$ cat config.mk
export PLATFORM = sky130hd
export DESIGN_NAME = gpib_dev_core
export DESIGN_NICKNAME = d
export VERILOG_FILES = /design/src/rtl/gpib_dev_pkg.sv /design/src/rtl/gpib_dev_core.sv
export SDC_FILE = /design/constraint.sdc
export NUM_CORES = 1
export LEC_CHECK = 0
export ABC_AREA = 1
export BUFFER_PORTS_ARGS = -buffer_cell sky130_fd_sc_hd__buf_2
export CAP_MARGIN = 20
export CORE_ASPECT_RATIO = 1.75
export CORE_UTILIZATION = 50
export CTS_CLUSTER_SIZE = 20
export DETAILED_ROUTE_END_ITERATION = 6
export PLACE_DENSITY_LB_ADDON = 0.25
export SYNTH_ARGS = -nofsm -noshare
export SYNTH_HDL_FRONTEND = slang
export SYNTH_HIERARCHICAL = 1
export SYNTH_SLANG_ARGS = --single-unit
$ cat constraint.sdc
create_clock -name mclk -period 6.5 [get_ports mclk]
set_input_delay 0.325 -clock mclk [delete_from_list [all_inputs] [get_ports mclk]]
set_output_delay 0.325 -clock mclk [all_outputs]
set_load 0.1 [all_outputs]
$ cat src/rtl/gpib_dev_pkg.sv
// Purpose: shared constants for the instrument-side bus interface
// Assumes: bus lines are presented in true logic (1 = asserted)
// Notes: command codes are the standard universal/addressed bus messages
package gpib_dev_pkg;
  // address characters: listen at 0x20 + addr, talk at 0x40 + addr
  localparam logic [7:0] LISTEN_BASE = 8'h20;
  localparam logic [7:0] TALK_BASE = 8'h40;
  localparam logic [4:0] MAX_ADDR = 5'h1E;
  localparam logic [7:0] UNLISTEN = 8'h3F;
  localparam logic [7:0] UNTALK = 8'h5F;
  localparam logic [7:0] SECONDARY_BASE = 8'h60;
  // addressed and universal commands
  localparam logic [7:0] CMD_GO_LOCAL = 8'h01;
  localparam logic [7:0] CMD_SEL_CLEAR = 8'h04;
  localparam logic [7:0] CMD_TRIGGER = 8'h08;
  localparam logic [7:0] CMD_LOCKOUT = 8'h11;
  localparam logic [7:0] CMD_DEV_CLEAR = 8'h14;
  localparam logic [7:0] CMD_POLL_ENABLE = 8'h18;
  localparam logic [7:0] CMD_POLL_DISABLE = 8'h19;
  // status byte layout
  localparam int PANEL_REQ_BIT = 2;
  localparam int RSV_BIT = 6;
  // request mask after device clear: error bit only
  localparam logic [7:0] MASK_ERR_ONLY = 8'h20;
  localparam int FIFO_DEPTH = 16;
  localparam int FIFO_WIDTH = 8;
endpackage

$ cat src/rtl/gpib_dev_core.sv
// Purpose: instrument-side bus interface: addressing, handshakes, remote/local, service request
// Assumes: bus pins synchronous to mclk, true logic; open-drain lines resolved outside
// Notes: received data bytes pass to the command parser through a 16-word FIFO
//
// Functional notes
// - addressed only by own address under attention
// - addresses 0..30, talk from @, listen from space
// - full source handshake when talking
// - full acceptor handshake for every byte
// - talker with poll, talk-only, unaddressed by listen address
// - listener unaddressed by own talk address
// - secondary addresses ignored, primary only
// - service request raised on enabled status condition
// - full remote/local including lockout state
// - universal and selected device clear honoured
// - parallel poll ignored, never answered
// - trigger ignored, never bus controller
// - talk-only or addressable, no listen-only
// - local after reset, bus data bytes then dropped; commands under attention still decoded
// - leave remote on panel, go-local or text command
// - lockout blocks panel local request
// - lockout still on bus gives lockout remote
// - remote disables panel except page/cursor keys
// - talk-only only with serial port remote control
// - serial poll returns status, withdraws request
// - panel request in lockout sets bit 2
// - device clear flushes, resets mask, status, ready
// - interface clear unaddresses listener and talker (talk-only stays talker), ends serial poll
`timescale 1ns/10ps

////////////////////////////////////////////////////////////////////////////////
// fifo with registered flags so the consumer side sees flop outputs
module gpib_rx_fifo #(
  parameter int WIDTH = 8,
  parameter int DEPTH = 16
) (
  // clock and reset
  input wire logic mclk,
  input wire logic resetn,
  input wire logic flush,
  // fill side
  input wire logic in_valid,
  input wire logic [WIDTH-1:0] in_data,
  output logic in_ready,
  // drain side
  output logic out_valid,
  output logic [WIDTH-1:0] out_data,
  input wire logic out_ready
);
  localparam int AW = $clog2(DEPTH);
  logic [WIDTH-1:0] mem [DEPTH];    // storage words
  logic [AW-1:0] wr_ptr;
  logic [AW-1:0] rd_ptr;
  logic [AW:0] count;               // words held
  wire push = in_valid && in_ready;
  wire pop = out_valid && out_ready;
  wire [AW:0] next_count = count + (AW+1)'(push) - (AW+1)'(pop);

  // pointers and flags; flush drops content at once
  always_ff @(posedge mclk or negedge resetn) begin
    if (!resetn) begin
      wr_ptr <= '0;
      rd_ptr <= '0;
      count <= '0;
      in_ready <= 1'b1;
      out_valid <= 1'b0;
    end else if (flush) begin
      wr_ptr <= '0;
      rd_ptr <= '0;
      count <= '0;
      in_ready <= 1'b1;
      out_valid <= 1'b0;
    end else begin
      if (push) wr_ptr <= wr_ptr + 1'b1;
      if (pop) rd_ptr <= rd_ptr + 1'b1;
      count <= next_count;
      in_ready <= next_count != (AW+1)'(DEPTH);
      out_valid <= next_count != '0;
    end
  end

  // storage has no reset, it is only read behind valid
  always_ff @(posedge mclk) begin
    if (push) mem[wr_ptr] <= in_data;
  end

  assign out_data = mem[rd_ptr];
endmodule

////////////////////////////////////////////////////////////////////////////////
module gpib_dev_core (
  // clock and reset
  input wire logic mclk,
  input wire logic resetn,
  // configuration
  input wire logic [4:0] bus_addr,
  input wire logic bus_remote_sel,
  input wire logic talk_only_sel,
  // bus data and handshake lines
  input wire logic [7:0] dio_in,
  output logic [7:0] dio_out,
  output logic dio_oe,
  input wire logic dav_in,
  output logic dav_out,
  output logic dav_oe,
  input wire logic nrfd_in,
  output logic nrfd_out,
  output logic nrfd_oe,
  input wire logic ndac_in,
  output logic ndac_out,
  output logic ndac_oe,
  // bus management lines
  input wire logic atn_in,
  input wire logic ren_in,
  input wire logic ifc_in,
  output logic srq_out,
  output logic srq_oe,
  // instrument side
  input wire logic [7:0] status_in,
  input wire logic mask_wr,
  input wire logic [7:0] mask_data,
  input wire logic front_panel_local,
  input wire logic go_local_text_command,
  input wire logic ready_clr,
  input wire logic tx_valid,
  input wire logic [7:0] tx_data,
  output logic tx_ack,
  output logic rx_valid,
  output logic [7:0] rx_data,
  input wire logic rx_ready,
  // state indications
  output logic is_talker,
  output logic is_listener,
  output logic is_remote,
  output logic remote_with_lockout_state,
  output logic front_panel_enable,
  output logic serial_remote_active,
  output logic device_clear,
  output logic ready_ind
);
  typedef enum logic [1:0] {A_IDLE = 2'b00, A_HOLD = 2'b01, A_WAIT = 2'b10} acc_e;
  typedef enum logic [1:0] {S_IDLE = 2'b00, S_SETTLE = 2'b01, S_DAV = 2'b10, S_END = 2'b11} src_e;
  typedef enum logic [1:0] {LOCS = 2'b00, REMS = 2'b01, LWLS = 2'b10, LOCK_REM = 2'b11} rl_e;

  acc_e acc_state;
  src_e src_state;
  rl_e rl_state;
  logic poll_mode;                  // serial poll active
  logic lockout;                    // lockout message seen while remote enable held
  logic front_panel_request_bit;    // status bit 2
  logic srq_pending;                // request service
  logic cond_q;                     // previous service condition
  logic [7:0] srq_mask;
  logic sending_poll;               // byte on the lines is the status byte
  logic fifo_in_ready;

  //////////////////////////////////////////////////////////////////////////////
  // address and command decode on the byte under the lines; bit 7 is parity
  function automatic logic is_cmd(input logic [7:0] b, input logic [7:0] code);
    return {1'b0, b[6:0]} == code;
  endfunction

  wire addr_ok = bus_addr <= gpib_dev_pkg::MAX_ADDR;
  wire [7:0] own_listen_address = gpib_dev_pkg::LISTEN_BASE + {3'h0, bus_addr};
  wire [7:0] own_talk_address = gpib_dev_pkg::TALK_BASE + {3'h0, bus_addr};
  wire talk_only = talk_only_sel && !bus_remote_sel;
  wire addressable = bus_remote_sel && !talk_only;
  wire acc_active = atn_in || is_listener;
  wire byte_take = acc_state == A_IDLE && dav_in && acc_active && !nrfd_oe;
  wire cmd_take = byte_take && atn_in && addressable;
  // secondary codes (0x60 and up) never match any decode below
  wire hit_listen_addr = cmd_take && addr_ok && is_cmd(dio_in, own_listen_address);
  wire hit_talk_addr = cmd_take && addr_ok && is_cmd(dio_in, own_talk_address);
  wire hit_unl = cmd_take && is_cmd(dio_in, gpib_dev_pkg::UNLISTEN);
  wire hit_unt = cmd_take && is_cmd(dio_in, gpib_dev_pkg::UNTALK);
  wire hit_gtl = cmd_take && is_listener && is_cmd(dio_in, gpib_dev_pkg::CMD_GO_LOCAL);
  wire hit_sdc = cmd_take && is_listener && is_cmd(dio_in, gpib_dev_pkg::CMD_SEL_CLEAR);
  wire hit_dcl = cmd_take && is_cmd(dio_in, gpib_dev_pkg::CMD_DEV_CLEAR);
  wire hit_llo = cmd_take && is_cmd(dio_in, gpib_dev_pkg::CMD_LOCKOUT);
  wire hit_spe = cmd_take && is_cmd(dio_in, gpib_dev_pkg::CMD_POLL_ENABLE);
  wire hit_spd = cmd_take && is_cmd(dio_in, gpib_dev_pkg::CMD_POLL_DISABLE);
  // trigger and parallel poll codes fall through with no effect
  wire do_clear = hit_dcl || hit_sdc;
  // state decode, not the registered flag, so a go-local stops data at once
  wire in_remote = rl_state == REMS || rl_state == LOCK_REM;
  wire data_take = byte_take && !atn_in && in_remote;
  wire [7:0] status_byte = {status_in[7], srq_pending, status_in[5:3], front_panel_request_bit, status_in[1:0]};
  wire service_cond = |(status_byte & srq_mask & ~(8'h01 << gpib_dev_pkg::RSV_BIT));
  wire poll_done = src_state == S_DAV && !ndac_in && sending_poll;
  wire src_load = src_state == S_IDLE && is_talker && !atn_in && (poll_mode || tx_valid);
  wire panel_refused = front_panel_local && rl_state == LOCK_REM;

  //////////////////////////////////////////////////////////////////////////////
  // received data stream to the command parser
  gpib_rx_fifo #(.WIDTH(gpib_dev_pkg::FIFO_WIDTH), .DEPTH(gpib_dev_pkg::FIFO_DEPTH)) u_fifo (
    .mclk(mclk),
    .resetn(resetn),
    .flush(device_clear),
    .in_valid(data_take),
    .in_data(dio_in),
    .in_ready(fifo_in_ready),
    .out_valid(rx_valid),
    .out_data(rx_data),
    .out_ready(rx_ready)
  );

  //////////////////////////////////////////////////////////////////////////////
  // acceptor: ndac held until byte taken, nrfd held while fifo full (back-pressure)
  always_ff @(posedge mclk or negedge resetn) begin
    if (!resetn) begin
      acc_state <= A_IDLE;
      nrfd_oe <= 1'b0;
      ndac_oe <= 1'b0;
    end else if (!acc_active || ifc_in) begin
      acc_state <= A_IDLE;          // not participating: both lines released
      nrfd_oe <= 1'b0;
      ndac_oe <= 1'b0;
    end else begin
      case (acc_state)
        A_IDLE: begin
          ndac_oe <= 1'b1;
          nrfd_oe <= !(atn_in || fifo_in_ready);
          if (byte_take) begin
            acc_state <= A_HOLD;
            nrfd_oe <= 1'b1;
          end
        end
        A_HOLD: begin
          ndac_oe <= 1'b0;          // byte is accepted
          acc_state <= A_WAIT;
        end
        A_WAIT: begin
          if (!dav_in) begin
            ndac_oe <= 1'b1;
            acc_state <= A_IDLE;
          end
        end
        default: acc_state <= A_IDLE;
      endcase
    end
  end
  assign nrfd_out = nrfd_oe;
  assign ndac_out = ndac_oe;

  //////////////////////////////////////////////////////////////////////////////
  // source: data placed, wait ready for data, raise dav, wait accepted
  always_ff @(posedge mclk or negedge resetn) begin
    if (!resetn) begin
      src_state <= S_IDLE;
      dio_out <= 8'h00;
      dio_oe <= 1'b0;
      dav_oe <= 1'b0;
      sending_poll <= 1'b0;
      tx_ack <= 1'b0;
    end else begin
      tx_ack <= 1'b0;
      if (atn_in || !is_talker || ifc_in) begin
        src_state <= S_IDLE;        // controller took the bus
        dio_oe <= 1'b0;
        dav_oe <= 1'b0;
      end else begin
        case (src_state)
          S_IDLE: begin
            if (src_load) begin
              dio_out <= poll_mode ? status_byte : tx_data;
              sending_poll <= poll_mode;
              tx_ack <= !poll_mode;
              dio_oe <= 1'b1;
              src_state <= S_SETTLE;
            end
          end
          S_SETTLE: begin
            if (!nrfd_in && ndac_in) begin
              dav_oe <= 1'b1;
              src_state <= S_DAV;
            end
          end
          S_DAV: begin
            if (!ndac_in) begin
              dav_oe <= 1'b0;
              src_state <= S_END;
            end
          end
          S_END: begin
            dio_oe <= 1'b0;
            src_state <= S_IDLE;
          end
          default: src_state <= S_IDLE;
        endcase
      end
    end
  end
  assign dav_out = dav_oe;

  //////////////////////////////////////////////////////////////////////////////
  // talker/listener addressing and serial poll mode
  always_ff @(posedge mclk or negedge resetn) begin
    if (!resetn) begin
      is_talker <= 1'b0;
      is_listener <= 1'b0;
      poll_mode <= 1'b0;
    end else if (ifc_in) begin
      is_talker <= talk_only;
      is_listener <= 1'b0;
      poll_mode <= 1'b0;
    end else if (talk_only) begin
      is_talker <= 1'b1;
      is_listener <= 1'b0;
    end else begin
      if (hit_listen_addr || hit_unl) is_listener <= hit_listen_addr;
      else if (hit_talk_addr) is_listener <= 1'b0;
      if (hit_talk_addr || hit_unt) is_talker <= hit_talk_addr;
      else if (hit_listen_addr) is_talker <= 1'b0;
      if (hit_spe) poll_mode <= 1'b1;
      else if (hit_spd) poll_mode <= 1'b0;
    end
  end

  //////////////////////////////////////////////////////////////////////////////
  // remote/local states; remote enable low forces local and drops lockout
  always_ff @(posedge mclk or negedge resetn) begin
    if (!resetn) begin
      rl_state <= LOCS;
      lockout <= 1'b0;
    end else if (!ren_in || !addressable) begin
      rl_state <= LOCS;
      lockout <= 1'b0;
    end else begin
      if (hit_llo) lockout <= 1'b1;
      case (rl_state)
        LOCS: if (hit_listen_addr) rl_state <= (lockout || hit_llo) ? LOCK_REM : REMS;
        else if (hit_llo) rl_state <= LWLS;
        REMS: if (hit_gtl || go_local_text_command || front_panel_local) rl_state <= LOCS;
        else if (hit_llo) rl_state <= LOCK_REM;
        LWLS: if (hit_listen_addr) rl_state <= LOCK_REM;
        LOCK_REM: if (hit_gtl || go_local_text_command) rl_state <= LWLS;
        default: rl_state <= LOCS;
      endcase
    end
  end

  //////////////////////////////////////////////////////////////////////////////
  // service request, request mask, device clear and ready indication
  always_ff @(posedge mclk or negedge resetn) begin
    if (!resetn) begin
      srq_pending <= 1'b0;
      front_panel_request_bit <= 1'b0;
      cond_q <= 1'b0;
      srq_mask <= gpib_dev_pkg::MASK_ERR_ONLY;
      device_clear <= 1'b0;
      ready_ind <= 1'b1;
    end else begin
      device_clear <= do_clear;
      cond_q <= service_cond;
      if (do_clear) begin
        srq_pending <= 1'b0;
        front_panel_request_bit <= 1'b0;
        srq_mask <= gpib_dev_pkg::MASK_ERR_ONLY;
        ready_ind <= 1'b1;
      end else begin
        if (mask_wr) srq_mask <= mask_data;
        if (service_cond && !cond_q) srq_pending <= 1'b1;
        else if (poll_done) srq_pending <= 1'b0;
        if (ready_clr) ready_ind <= 1'b0;
      end
      // a panel request in the clear cycle survives: set wins over clear
      if (panel_refused) front_panel_request_bit <= 1'b1;
    end
  end

  //////////////////////////////////////////////////////////////////////////////
  // registered indications
  always_ff @(posedge mclk or negedge resetn) begin
    if (!resetn) begin
      srq_oe <= 1'b0;
      is_remote <= 1'b0;
      remote_with_lockout_state <= 1'b0;
      front_panel_enable <= 1'b1;
      serial_remote_active <= 1'b0;
    end else begin
      srq_oe <= srq_pending && !do_clear && !poll_done;
      is_remote <= in_remote;
      remote_with_lockout_state <= rl_state == LOCK_REM;
      front_panel_enable <= !in_remote;
      serial_remote_active <= !bus_remote_sel;
    end
  end
  assign srq_out = srq_oe;

  //////////////////////////////////////////////////////////////////////////////
  // checks
  chk_talk_listen_excl: assert property (@(posedge mclk) disable iff (!resetn)
    !(is_talker && is_listener)) else $error("talker and listener at once");
  chk_listen_addr: assert property (@(posedge mclk) disable iff (!resetn)
    hit_listen_addr && !ifc_in && !talk_only |=> is_listener && !is_talker) else $error("listen address missed");
  chk_talk_addr: assert property (@(posedge mclk) disable iff (!resetn)
    hit_talk_addr && !ifc_in && !talk_only |=> is_talker && !is_listener) else $error("talk address missed");
  chk_remote_entry: assert property (@(posedge mclk) disable iff (!resetn)
    hit_listen_addr && ren_in && rl_state == LOCS && !lockout && !hit_llo |=> ##1 is_remote)
    else $error("remote not entered");
  chk_lockout_hold: assert property (@(posedge mclk) disable iff (!resetn)
    rl_state == LOCK_REM && ren_in && addressable && !hit_gtl && !go_local_text_command |=> rl_state == LOCK_REM)
    else $error("left lockout remote");
  chk_panel_bit: assert property (@(posedge mclk) disable iff (!resetn)
    panel_refused |=> front_panel_request_bit) else $error("panel request bit not set");
  chk_clear_effects: assert property (@(posedge mclk) disable iff (!resetn)
    do_clear |=> device_clear && !srq_pending && ready_ind && srq_mask == gpib_dev_pkg::MASK_ERR_ONLY)
    else $error("device clear incomplete");
  chk_poll_withdraw: assert property (@(posedge mclk) disable iff (!resetn)
    poll_done && !(service_cond && !cond_q) && !do_clear |=> ##1 !srq_oe) else $error("request not withdrawn");
  chk_dav_guard: assert property (@(posedge mclk) disable iff (!resetn)
    $rose(dav_oe) |-> dio_oe && !$past(nrfd_in)) else $error("data valid before ready");
  chk_local_drop: assert property (@(posedge mclk) disable iff (!resetn)
    rl_state == LOCS || rl_state == LWLS |-> !data_take) else $error("data taken while local");
  cov_remote: cover property (@(posedge mclk) disable iff (!resetn) $rose(is_remote));
  cov_lockout: cover property (@(posedge mclk) disable iff (!resetn) $rose(remote_with_lockout_state));
  cov_poll: cover property (@(posedge mclk) disable iff (!resetn) poll_done);
  cov_fifo_full: cover property (@(posedge mclk) disable iff (!resetn) !fifo_in_ready);
endmodule

# Yosys cells after proc, flatten, opt, wreduce, memory -nomap -nowiden
# Memories as Yosys holds them, arrays and structs flattened.
# Index checks and enable logic that the tools add are counted.
# word_totals
reg_bits	57
ramBits	128
input_bits	53
output_inout_bits	35
n_memories	1
# classes
addsub	6
magnitude_cmp	1
n_eq_ne	29
muxes	67
bitwise	2
n_reduce_logical	90
# memory_table
memory	depth	word_bits	read_ports	rd_ports_with_merged_regs	wr	line_no	text
u_fifo.mem	16	8	1	0	1	gpib_dev_core.sv:51	logic [WIDTH-1:0] mem [DEPTH];
# op_table
op	count
1-bit 2-to-1 mux	38
1-bit logical AND	33
2-bit 2-to-1 mux	15
7-bit by 5-bit equality test with 1-bit output, second input constant	4
8-bit 2-to-1 mux	3
1-bit zero test	16
4-bit 2-to-1 mux	4
2-bit case mux with 4 select lines	2
1-bit logical OR	14
2-bit nonzero test	7
3-bit inequality test, second input constant	4
3-bit nonzero test	4
4-bit nonzero test	3
2-bit equality test, second input constant	5
3-bit by 2-bit inequality test with 1-bit output, second input constant	3
3-bit AND reduction	3
4-bit by 1-bit adder with 4-bit output, second input constant	2
7-bit by 5-bit adder with 8-bit output, first input constant	1
8-bit bitwise AND	1
7-bit by 8-bit equality test with 1-bit output	1
2-bit AND reduction	4
6-bit by 5-bit adder with 7-bit output, first input constant	1
7-bit by 1-bit equality test with 1-bit output, second input constant	1
7-bit by 3-bit equality test with 1-bit output, second input constant	1
20 further kinds	25

# Depth between registers and ports, before layout
# Gate-level depths: netlist of the first run.
# depth
word_depth	13
depth_mapped	16
ltp_nobuf	16

# By module
# The synthesis of the first run kept the hierarchy.
# by_module_without_submodules
module	instances	cells_per_inst	area_each_um2
gpib_rx_fifo	1	646	6418.7
gpib_dev_core	1	306	2367.3

# Least setup slack after synthesis of the first run
# No wires, ideal clock.
# synth_timing
path_kind	register to register
from	reg is_listener
to	reg u_fifo.out_valid
setup_ps	118
arrival_ps	2846
t_required_ps	6382
path_slack_ps	3536
stages_incl_launch_ff	14
n_path_buf	0
cell_sequence	dfrtp_1 -> nor2_1 -> nor4_1 -> nand2_1 -> ha_1 -> inv_1 -> ha_1 -> fa_1 -> inv_1 -> nand2_1 -> nor2_1 -> nand3_1 -> nand2_1 -> nand2_1
# synth_via
elab_chain_len	10
# synth_lines
element	line_no	text
start, declared	gpib_dev_core.sv:133	output logic is_listener,
start signal, assigned	gpib_dev_core.sv:310	if (hit_listen_addr || hit_unl) is_listener <= hit_listen_addr;
1-bit logical OR	gpib_dev_core.sv:168	wire acc_active = atn_in || is_listener;
1-bit logical AND (2 in a row)	gpib_dev_core.sv:169	wire byte_take = acc_state == A_IDLE && dav_in && acc_active && !nrfd_oe;
1-bit logical AND (2 in a row)	gpib_dev_core.sv:186	wire data_take = byte_take && !atn_in && in_remote;
via data_take	gpib_dev_core.sv:186	
1-bit logical AND	gpib_dev_core.sv:55	wire push = in_valid && in_ready;
5-bit by 1-bit adder with 5-bit output	gpib_dev_core.sv:57	wire [AW:0] next_count = count + (AW+1)'(push) - (AW+1)'(pop);
5-bit by 1-bit subtractor with 5-bit output	gpib_dev_core.sv:57	
5-bit nonzero test	gpib_dev_core.sv:78	out_valid <= next_count != '0;
1-bit 2-to-1 mux	gpib_dev_core.sv:67	end else if (flush) begin
end signal, assigned	gpib_dev_core.sv:66	out_valid <= 1'b0;
end signal, assigned	gpib_dev_core.sv:72	out_valid <= 1'b0;
end signal, assigned	gpib_dev_core.sv:78	
end, declared	gpib_dev_core.sv:46	output logic out_valid,
# The timed path passes the listed nets, and every way through them passes these cells.
# A chain may end at the register's enable or synchronous reset.

# Worst setup path in the final report of the first run
# layout_timing
from	reg acc_state[1]
to	reg u_fifo.out_valid
# layout_via
elab_chain_len	11
# layout_lines
element	line_no	text
start, declared	gpib_dev_core.sv:145	acc_e acc_state;
start signal, assigned	gpib_dev_core.sv:211	acc_state <= A_IDLE;
start signal, assigned	gpib_dev_core.sv:215	acc_state <= A_IDLE;
start signal, assigned	gpib_dev_core.sv:224	acc_state <= A_HOLD;
2-bit zero test	gpib_dev_core.sv:169	
1-bit logical AND (3 in a row)	gpib_dev_core.sv:169	
1-bit logical AND (2 in a row)	gpib_dev_core.sv:186	
via data_take	gpib_dev_core.sv:186	
1-bit logical AND	gpib_dev_core.sv:55	
5-bit by 1-bit adder with 5-bit output	gpib_dev_core.sv:57	
5-bit by 1-bit subtractor with 5-bit output	gpib_dev_core.sv:57	
5-bit nonzero test	gpib_dev_core.sv:78	
1-bit 2-to-1 mux	gpib_dev_core.sv:67	
# The timed path passes the listed nets, and every way through them passes these cells.

==> results.txt, run 1 <==
The count of TritonRoute iterations in the first routing pass came out at 5. The run gives 0 as the final hold violation count. The count of instances resized after the clock tree is built is 0, and the part of the total power dissipated in combinational logic is 39.8%. Hold timing on the final database bottoms out at a slack of 0.00915 ns.

The number of max-cap violations is 0, and the signed area change from the synthesized netlist to the final layout is 13.0%. The clock passes through at most 2 buffers. In this run the cell area measured after placement is 0.00934 mm2. The routed wire length was 19000 um.

The floorplan has 63 rows. The final clock period utilization by the worst path is 47.7%, and the via count of the first global-routing pass is 6469. The count of nets left with antenna violations after detail routing was 0.

The flow ran to the end, and the final reports show no timing, DRC or antenna violations. During placement, the flow inserted port buffers numbering 84. Across the VDD grid, the largest voltage drop is 0.000540 V.

Dividing the detail-routed via count by the number of cells gives 5.06. The proportion of total power due to net switching is 43.5%. For the final routed database, the setup TNS stands at 0 ns. Setup violations remaining at the end of the flow were counted as 0. The worst path meets setup with 3.40 ns of slack.

The fraction of layout instances using a drive strength above 1 is 14.9%. CTS built an H-tree with a depth of 4. The final net count is 1099.

STA classifies the critical path endpoint as a flop. For the largest net degree at the start of global routing, the log shows 67. Maximum fanout along the worst path: 5. Cts-stage hold buffer count: 0. The clock input transition at the sequential cells of the worst setup and hold paths was 0.07 ns; the post-detailed-placement half-perimeter wirelength was 13100 um.

The per-cell routed wire length was 15.0 um; the first-pass GRT wire length was 30900 um. The finished cells cover 0.00992 mm2. Clock tree synthesis inserted a total of 17 buffers. The Yosys step of the flow raised 6 warnings. The maximum clock rate was 0.323 GHz; the power density over cell area was 400 mW/mm2. The part of the total power dissipated in sequential elements is 35.1%, and the arrival time at the worst endpoint is 3.42 ns.

The cell count after synthesis came out at 952. OpenSTA, run right after detailed placement, puts the worst setup slack at 3.45 ns. From left edge to right edge, the die measures 102 um. The floorplan step set the die height to 177 um. Headroom to the max-slew limit came out at 41.0%. For this design the total switching power over the nets is 1.73 mW. STA classifies the critical path startpoint as a flop.

Global routing used 23.1% of the available tracks. Cell internal power was estimated by the tool at 2.24 mW. Clock latency on the worst-skew pair, taken at its later pin, is 0.43 ns. Buffers added to address setup during post-CTS repair amount to 0.

In the layout the commonest cells are sky130_fd_sc_hd__nand2_1, sky130_fd_sc_hd__inv_1, sky130_fd_sc_hd__edfxtp_1, sky130_fd_sc_hd__nand3_1, sky130_fd_sc_hd__buf_2. Routability-driven placement finished with a final weighted congestion of 0.851. In this run the worst hold path is classified as input port to async pin.

The repair_antennas step left the layout with diodes totalling 0. For this design the static power due to leakage is 4.70 nW. Fill cells in the final layout number 1557. The slew at the pin closest to its max-slew limit is 0.882 ns. The logs give 25.1% for the clock network fraction of design power and 267 for the first-iteration detailed-routing DRC count. The commonest non-fill, non-tap cell in the layout is sky130_fd_sc_hd__nand2_1. Counting every sink on the clock net gives 184.

For this configuration, the core starts out at a cell density of 51.4%. Data on the critical path is required at its endpoint by 6.82 ns. The run gives 0 as the sum of overflow across all layers after global routing. Clock root buffer: sky130_fd_sc_hd__clkbuf_16. The flip-flop and latch count after synthesis works out to 184. On the final layout, the worst clock skew is 0.0115 ns. The sequential area share after synthesis is 59.8%, and the final number of max-transition violations is 0.

Setup repair after global routing left no endpoint under its margin. After detailed routing, the number of remaining DRC violations is 0. The class of the most critical setup path is flop to flop. The mean instance size in the synthesized netlist came out at 9.23 um2. The number of nets produced by synthesis is 1025, and the area of the die is 0.0181 mm2.

The worst path in the final design needs a cycle of 3.10 ns, including I/O delays and setup. The tools report the total standard cell area after synthesis as 0.00879 mm2. TritonCTS built the clock tree. The tools report the number of I/O pins as 88. After floorplanning, the core was sized to cover 0.0171 mm2. The run gives 0 as the number of antenna violations at the first check in global routing. The total via count in the routed design is 6402, and the number of library cell types mapped by synthesis is 35.
[worst max-delay path, cell delays in order (launching register included)]
cell and delay (ns):
sky130_fd_sc_hd__dfrtp_1 0.40, sky130_fd_sc_hd__inv_1 0.11, sky130_fd_sc_hd__ha_1 0.22, sky130_fd_sc_hd__nand3_1 0.15, sky130_fd_sc_hd__nor4_1 0.35, sky130_fd_sc_hd__nand2_1 0.23, sky130_fd_sc_hd__ha_1 0.33, sky130_fd_sc_hd__inv_1 0.04
sky130_fd_sc_hd__ha_1 0.20, sky130_fd_sc_hd__fa_1 0.46, sky130_fd_sc_hd__inv_1 0.09, sky130_fd_sc_hd__nand2_1 0.05, sky130_fd_sc_hd__nor2_1 0.11, sky130_fd_sc_hd__nand3_1 0.11, sky130_fd_sc_hd__nand2_1 0.09, sky130_fd_sc_hd__nand2_1 0.06
[synth_stat cells (all sizes together)]
library cell / count / area share [%]
a211oi: 3 / 0.26
dfstp: 4 / 1.2
o22ai: 3 / 0.21
o211ai: 4 / 0.34
nor3: 7 / 0.46
o21a: 2 / 0.17
dfrtp: 52 / 15
o41ai: 1 / 0.10
clkbuf: 5 / 0.21
o21ai: 15 / 0.85
fa: 1 / 0.23
a21oi: 13 / 0.74
nand3: 127 / 7.5
nand2: 289 / 12
nand4: 8 / 0.74
mux2i: 5 / 0.57
nand3b: 1 / 0.085
nor2: 66 / 3.3
ha: 19 / 2.7
xnor2: 1 / 0.10
inv: 169 / 7.2
nor4: 1 / 0.071
buf: 28 / 2.0
edfxtp: 128 / 44
[power by group through the flow]
stage	clock network (mW)	logic [mW]	registers, mW
3_5_place_dp	0	1.59	1.42
4_1_cts	1.02	1.60	1.39
5_1_grt	1.06	1.73	1.40
2_1_floorplan	0	1.16	1.52
6_report	0.999	1.58	1.39
3_3_place_gp	0	1.56	1.42
[sequential cells by signal, indices dropped and copies added, names as in the netlist, 2 cells and up]
signal	flops
acc_state	2
dio_out	8
rl_state	2
src_state	2
srq_mask	7
u_fifo/count	5
u_fifo/mem	128
u_fifo/rd_ptr	4
u_fifo/wr_ptr	4
[logic make-up (layout without fill, tap and decap cells)]
| group | count (synthesis) | count (layout) | share of synthesized area (%) |
|---|---|---|---|
| simple gates | 499 | 499 | 24.6 |
| compound gates | 41 | 41 | 2.68 |
| flops | 184 | 184 | 59.8 |
| fa+ha+maj | 20 | 20 | 2.93 |
| buf+inv | 202 | 288 | 9.41 |
| xor+xnor | 1 | 1 | 0.0997 |
| mux | 5 | 5 | 0.570 |
[final cells by class]
cell class	count	area, um2	share of cell area, %
Sequential cell	184	5250	52.9
Multi-Input combinational cell	566	2710	27.3
Inverter	169	634	6.39
Clock buffer	21	504	5.08
Timing Repair Buffer	88	463	4.66
Tap cell	227	284	2.86
Clock inverter	10	78.8	0.794
[metal layers]
layer	GRT usage (%)	vias up	wire length, um
met1	24.5	3022	7230
met5	0	-	0
li1	-	3179	-
met3	4.17	25	786
met2	43.0	176	10500
met4	10.6	0	563
[final timing paths]
path	start	slack (ns)	endpoint	cells past startpoint
worst max-delay path	acc_state[1]	3.40	u_fifo/out_valid	15
worst min-delay path	resetn	0.009	src_state[1]	2
worst max register to register	acc_state[1]	3.40	u_fifo/out_valid	15
worst min register to register	cond_q	0.43	srq_pending	1
max in group asynchronous	resetn	5.95	u_fifo/rd_ptr[0]	2
min in group mclk	ready_clr	0.05	ready_ind	2
[per-stage QoR]
stage / power, mW / std cells / util, %
2_1_floorplan: 2.68 / 952 / -
3_3_place_gp: 2.98 / 1233 / 54.5
3_5_place_dp: 3.01 / 1234 / 54.6
4_1_cts: 4.01 / 1265 / 58.0
5_1_grt: 4.19 / 1265 / 58.0
6_report: 3.97 / 1265 / 58.0
Note: power is estimated with default switching activity, not from simulation.
==> run 2: changes to the inputs <==
--- a/config.mk
+++ b/config.mk
@@ -5,7 +5,7 @@
 export SDC_FILE = /design/constraint.sdc
 export NUM_CORES = 1
 export LEC_CHECK = 0
-export ABC_AREA = 1
+export ABC_AREA = 0
 export BUFFER_PORTS_ARGS = -buffer_cell sky130_fd_sc_hd__buf_2
 export CAP_MARGIN = 20
 export CORE_ASPECT_RATIO = 1.75
==> constraint.sdc (replaced) <==
create_clock -name mclk -period 3.1 [get_ports mclk]
set_input_delay 0.155 -clock mclk [delete_from_list [all_inputs] [get_ports mclk]]
set_output_delay 0.155 -clock mclk [all_outputs]
set_load 0.1 [all_outputs]
==> results.txt, run 2 <==
The die outline width works out to 97.7 um (-4.4%). The clock period minus worst slack works out to 2.85 ns (-0.248 ns). The required time of the critical path is 3.38 ns (-3.44 ns). The run gives 17000 um (-10%) as the routed wire length. The total standard cell area after synthesis came out at 0.00801 mm2 (-8.9%).

The power density over cell area was 831 mW/mm2 (+110%). The post-synthesis simple-gate area fraction is 9.58% (-15 points). The tools report the start point of the worst hold path as mask_data[3].

The slowest stage of the critical path belongs to the cell sky130_fd_sc_hd__dfrtp_1. The fraction of layout instances using a drive strength above 1 is 26.4% (+11 points), and the sequential area share after synthesis is 65.6% (+5.8 points). The share of Yosys cell area claimed by the top area cell type came out at 48.0% (+4.3 points). The signal on the critical path passes through inv_2 -> ha_4 -> nand3b_4 -> nor3_2 -> buf_4 -> nand2_1 -> ha_1 -> inv_1 -> ha_1 -> fa_2 -> a21o_1 -> a21oi_2 -> xnor2_1 -> a41oi_1. For the arrival time at the worst endpoint, the log shows 3.13 ns (-0.29 ns).

Ranked by total cell area, the synthesized netlist is headed by sky130_fd_sc_hd__edfxtp_1, sky130_fd_sc_hd__dfrtp_1, sky130_fd_sc_hd__mux4_2. The vertical die dimension is 169 um (-4.5%). The non-filler instance count after layout is 811 (-36%). The slew at the pin closest to its max-slew limit was 0.707 ns (-0.175 ns); the total clock buffers created by CTS was 17 (unchanged).

Detailed-routed wire length on met2: 9980 um (-4.6%). Register with the most flip-flops: u_fifo/mem. The core area was 0.0155 mm2 (-9.2%); the first-iteration detailed-routing DRC count was 156 (-42%). The highest signal layer in the routed design was met4. The run gives 3.65 nW (-22%) as the static leakage.

The cell type with the largest total area after synthesis is sky130_fd_sc_hd__edfxtp_1. The post-CTS setup repair buffer count was 0 (unchanged). The clock input transition at the sequential cells of the worst setup and hold paths is 0.07 ns (about the same), and the number of synthesis warnings is 6 (unchanged).

The number of max-cap violations is 0 (unchanged). The worst setup path is captured at a flop. The source of the critical timing path was acc_state[0]. TritonCTS built the clock tree. The tools report the number of nets produced by synthesis as 578 (-44%). The family with the most delay on the worst path was adder cells.

The number of flip-flops under the largest register name is 128 (unchanged). The run finished, with violations left. Sum of overflow across all layers after global routing: 0 (unchanged).

The logs give 64 (+83%) for the number of library cell types mapped by synthesis and 6220 um (-14%) for the routed metal-1 wirelength. The run gives 0.0191 ns (+0.00764 ns) as the setup clock skew after layout. The clock latency at the later pin of the worst-skew pair is 0.42 ns (about the same), and the count of buffers inserted at the top-level ports is 84 (unchanged). The async set or reset register ratio after synthesis is 30.4% (unchanged), and the post-detailed-placement half-perimeter wirelength is 11900 um (-9.8%).

The class of the most critical setup path is flop to flop. The mean instance size in the synthesized netlist was 15.9 um2 (+72%). The number of enable flip-flop cells after synthesis was 128 (unchanged). The logs give -0.0256 ns (-3.47 ns) for the pre-CTS worst setup slack and 60 (-4.8%) for the number of standard-cell rows in the floorplan. The logs give 6 (+6) for the remaining routing DRC violations and 0.351 GHz (+8.7%) for the maximum clock rate. The run gives 0 (unchanged) as the number of inserted diodes. The tools report the maximum number of buffers from clock root to sink as 2 (unchanged). Area of the die: 0.0165 mm2 (-8.7%). The synthesized instance count is 505 (-47%), and the signed area change from the synthesized netlist to the final layout is 16.8%.

The maximum fanout along the worst path was 4 (-1); the number of antenna violations at the first check in global routing was 0 (unchanged). The count of TritonRoute iterations in the first routing pass was 7 (+2). Largest vdd supply drop: 0.000813 V (+51%).

By count the netlist is led by sky130_fd_sc_hd__edfxtp_1, sky130_fd_sc_hd__dfrtp_1, sky130_fd_sc_hd__nor2_1. The final clock period utilization by the worst path works out to 91.9% (+44 points). The cell repeated most along the worst path is sky130_fd_sc_hd__ha_1. For the number of placed cells counting well taps, the log shows 761 (-38%). The commonest non-fill, non-tap cell in the layout is sky130_fd_sc_hd__edfxtp_1. In the synthesized netlist the dominant register cell turns out to be sky130_fd_sc_hd__edfxtp_1. The xor and xnor area share after synthesis is 1.64% (+1.5 points), and the count of nets left with antenna violations after detail routing is 0 (unchanged). Delay of the slowest cell on the worst path: 0.41 ns (-0.05 ns). Post-route worst setup slack: 0.251 ns (-3.15 ns). The most common cell in the synthesized netlist is sky130_fd_sc_hd__edfxtp_1. The worst-case headroom to the max-slew limit is 52.7% (+12 points).

The final reports fail on design-rule violations. The total via count in the routed design is 4699 (-27%), and the flip-flop and latch count after synthesis is 184 (unchanged). Detailed-route vias per instance: 5.79 (+14%).

In this run the clock root is driven by a sky130_fd_sc_hd__clkbuf_16. The largest net degree at the start of global routing was 45 (-33%); the number of levels in the clock H-tree was 4 (unchanged). Setup repair after global routing left no endpoint under its margin.

The largest registers in the layout are u_fifo/mem: 128 flops, dio_out: 8 flops, srq_mask: 7 flops. In this run the worst hold path is classified as input port to flop. The effective utilization at floorplan was 51.5% (+0.17 points); the number of setup violations in the final report was 0 (unchanged). The logs give 22.1% (-1.0 points) for the total routing resource utilization after global routing and 595 um (-24%) for the met3 layer wire length in the routed design. The number of buffer and inverter stages on the critical path works out to 3 (unchanged).

The startpoint identified for the worst register-to-register timing path is acc_state[0]. The arithmetic-cell share of the synthesized area counting full adders, half adders and majority gates was 3.22% (+0.29 points); the via count of the first global-routing pass was 5083 (-21%). By area, the combinational part of the netlist is dominated by multiplexers. The logs give 0.766 (-10%) for the final weighted congestion in routability-driven placement and 0 (unchanged) for the final hold violation count. The CTS sink count is 184 (unchanged), and the per-cell routed wire length is 21.0 um (+40%). The number of I/O pins is 88 (unchanged), and the final number of max-transition violations is 0 (unchanged). The library cells used most frequently in the layout, excluding fill and tap cells, are sky130_fd_sc_hd__edfxtp_1, sky130_fd_sc_hd__buf_2, sky130_fd_sc_hd__dfrtp_1, sky130_fd_sc_hd__nor2_1, sky130_fd_sc_hd__nand2_1. The mux share of post-synthesis cell area came out at 10.8% (+10 points).

The post-synthesis compound-gate area fraction was 6.09% (+3.4 points); the final net count was 685 (-38%). The tools report the sort of element at the start of the critical path as a flop. First-pass GRT wire length: 27000 um (-13%).
[run 2: cell types whose count changed after synthesis, sizes merged, moves of 11 or more]
cell	before	now
nand2	289	22
mux4	0	32
and2	0	15
nand3	127	7
buf	28	13
a22oi	0	18
nor3b	0	11
nor2	66	38
xor2	0	11
inv	169	21
[run 2: logic make-up after synthesis]
family                     count (synthesis)
adders and majority gates                 20
buffers and inverters                     44
AOI/OAI and AO/OA                         66
DFF                                      184
xor gates and xnor gates                  15
muxes                                     42
and+or+nand+nor                          134
[run 2: power by group]
| group | internal [mW] | total, mW | switching (mW) |
|---|---|---|---|
| clock network | 1.19 | 2.10 | 0.905 |
| logic | 0.846 | 2.81 | 1.96 |
| registers | 2.77 | 2.87 | 0.0986 |
[run 2: repair_timing]
| item | CTS | global route |
|---|---|---|
| hold endpoints to repair | 58 | 0 |
| pin swaps | 0 | 1 |
| hold buffers | 17 | 0 |
| gates resized for setup | 2 | 5 |
| endpoints found under the setup margin | 1 | 3 |
[run 2: cell type report]
cell class	count	area, um2
fillers	1154	6190
flip-flops and latches	184	5260
multi-input cells	277	2530
repair buffers	110	671
clock buffers	18	429
well taps	186	233
clock inverters	14	145
inverters	22	82.6
[run 2: path summary, 6_finish.rpt]
path                                 endpoint  slack (ns)  depth (start not counted)
max in group asynchronous  front_panel_enable        2.19                          4
min in group asynchronous         srq_mask[4]        0.13                          2
setup / recovery             u_fifo/out_valid        0.25                         14
hold / removal                    srq_mask[3]       0.005                          3
setup reg to reg             u_fifo/out_valid        0.25                         14
hold reg to reg                  sending_poll        0.48                          1
[run 2: stage by stage]
step	instance area (um2)	hold slack (ns)	utilization [%]	total power [mW]	TNS, ns
floorplan	8010	-0.141	-	5.23	0
global route	9350	0.00331	60.2	8.10	0
global placement	8560	0.320	55.1	5.64	0
CTS	9320	0.00214	60.0	7.83	0
detailed placement	8560	0.319	55.1	5.70	-0.0256
finish	9350	0.00452	60.2	7.77	0
[run 2: routing by layer]
layer | GRT usage, % | vias to the layer above
met4 | 7.64 | 0
met5 | 0 | -
li1 | - | 2145
met2 | 43.5 | 129
met3 | 4.32 | 14
met1 | 22.9 | 2411
[run 2: worst reg2reg max path, delay by kind of cell, from the launching register on]
family / cells / cell delay (ns)
AOI/OAI and AO/OA: 3 / 0.47
xor gates and xnor gates: 1 / 0.17
adders and majority gates: 4 / 1.04
buffers and inverters: 3 / 0.30
DFF: 1 / 0.41
and+or+nand+nor: 3 / 0.34
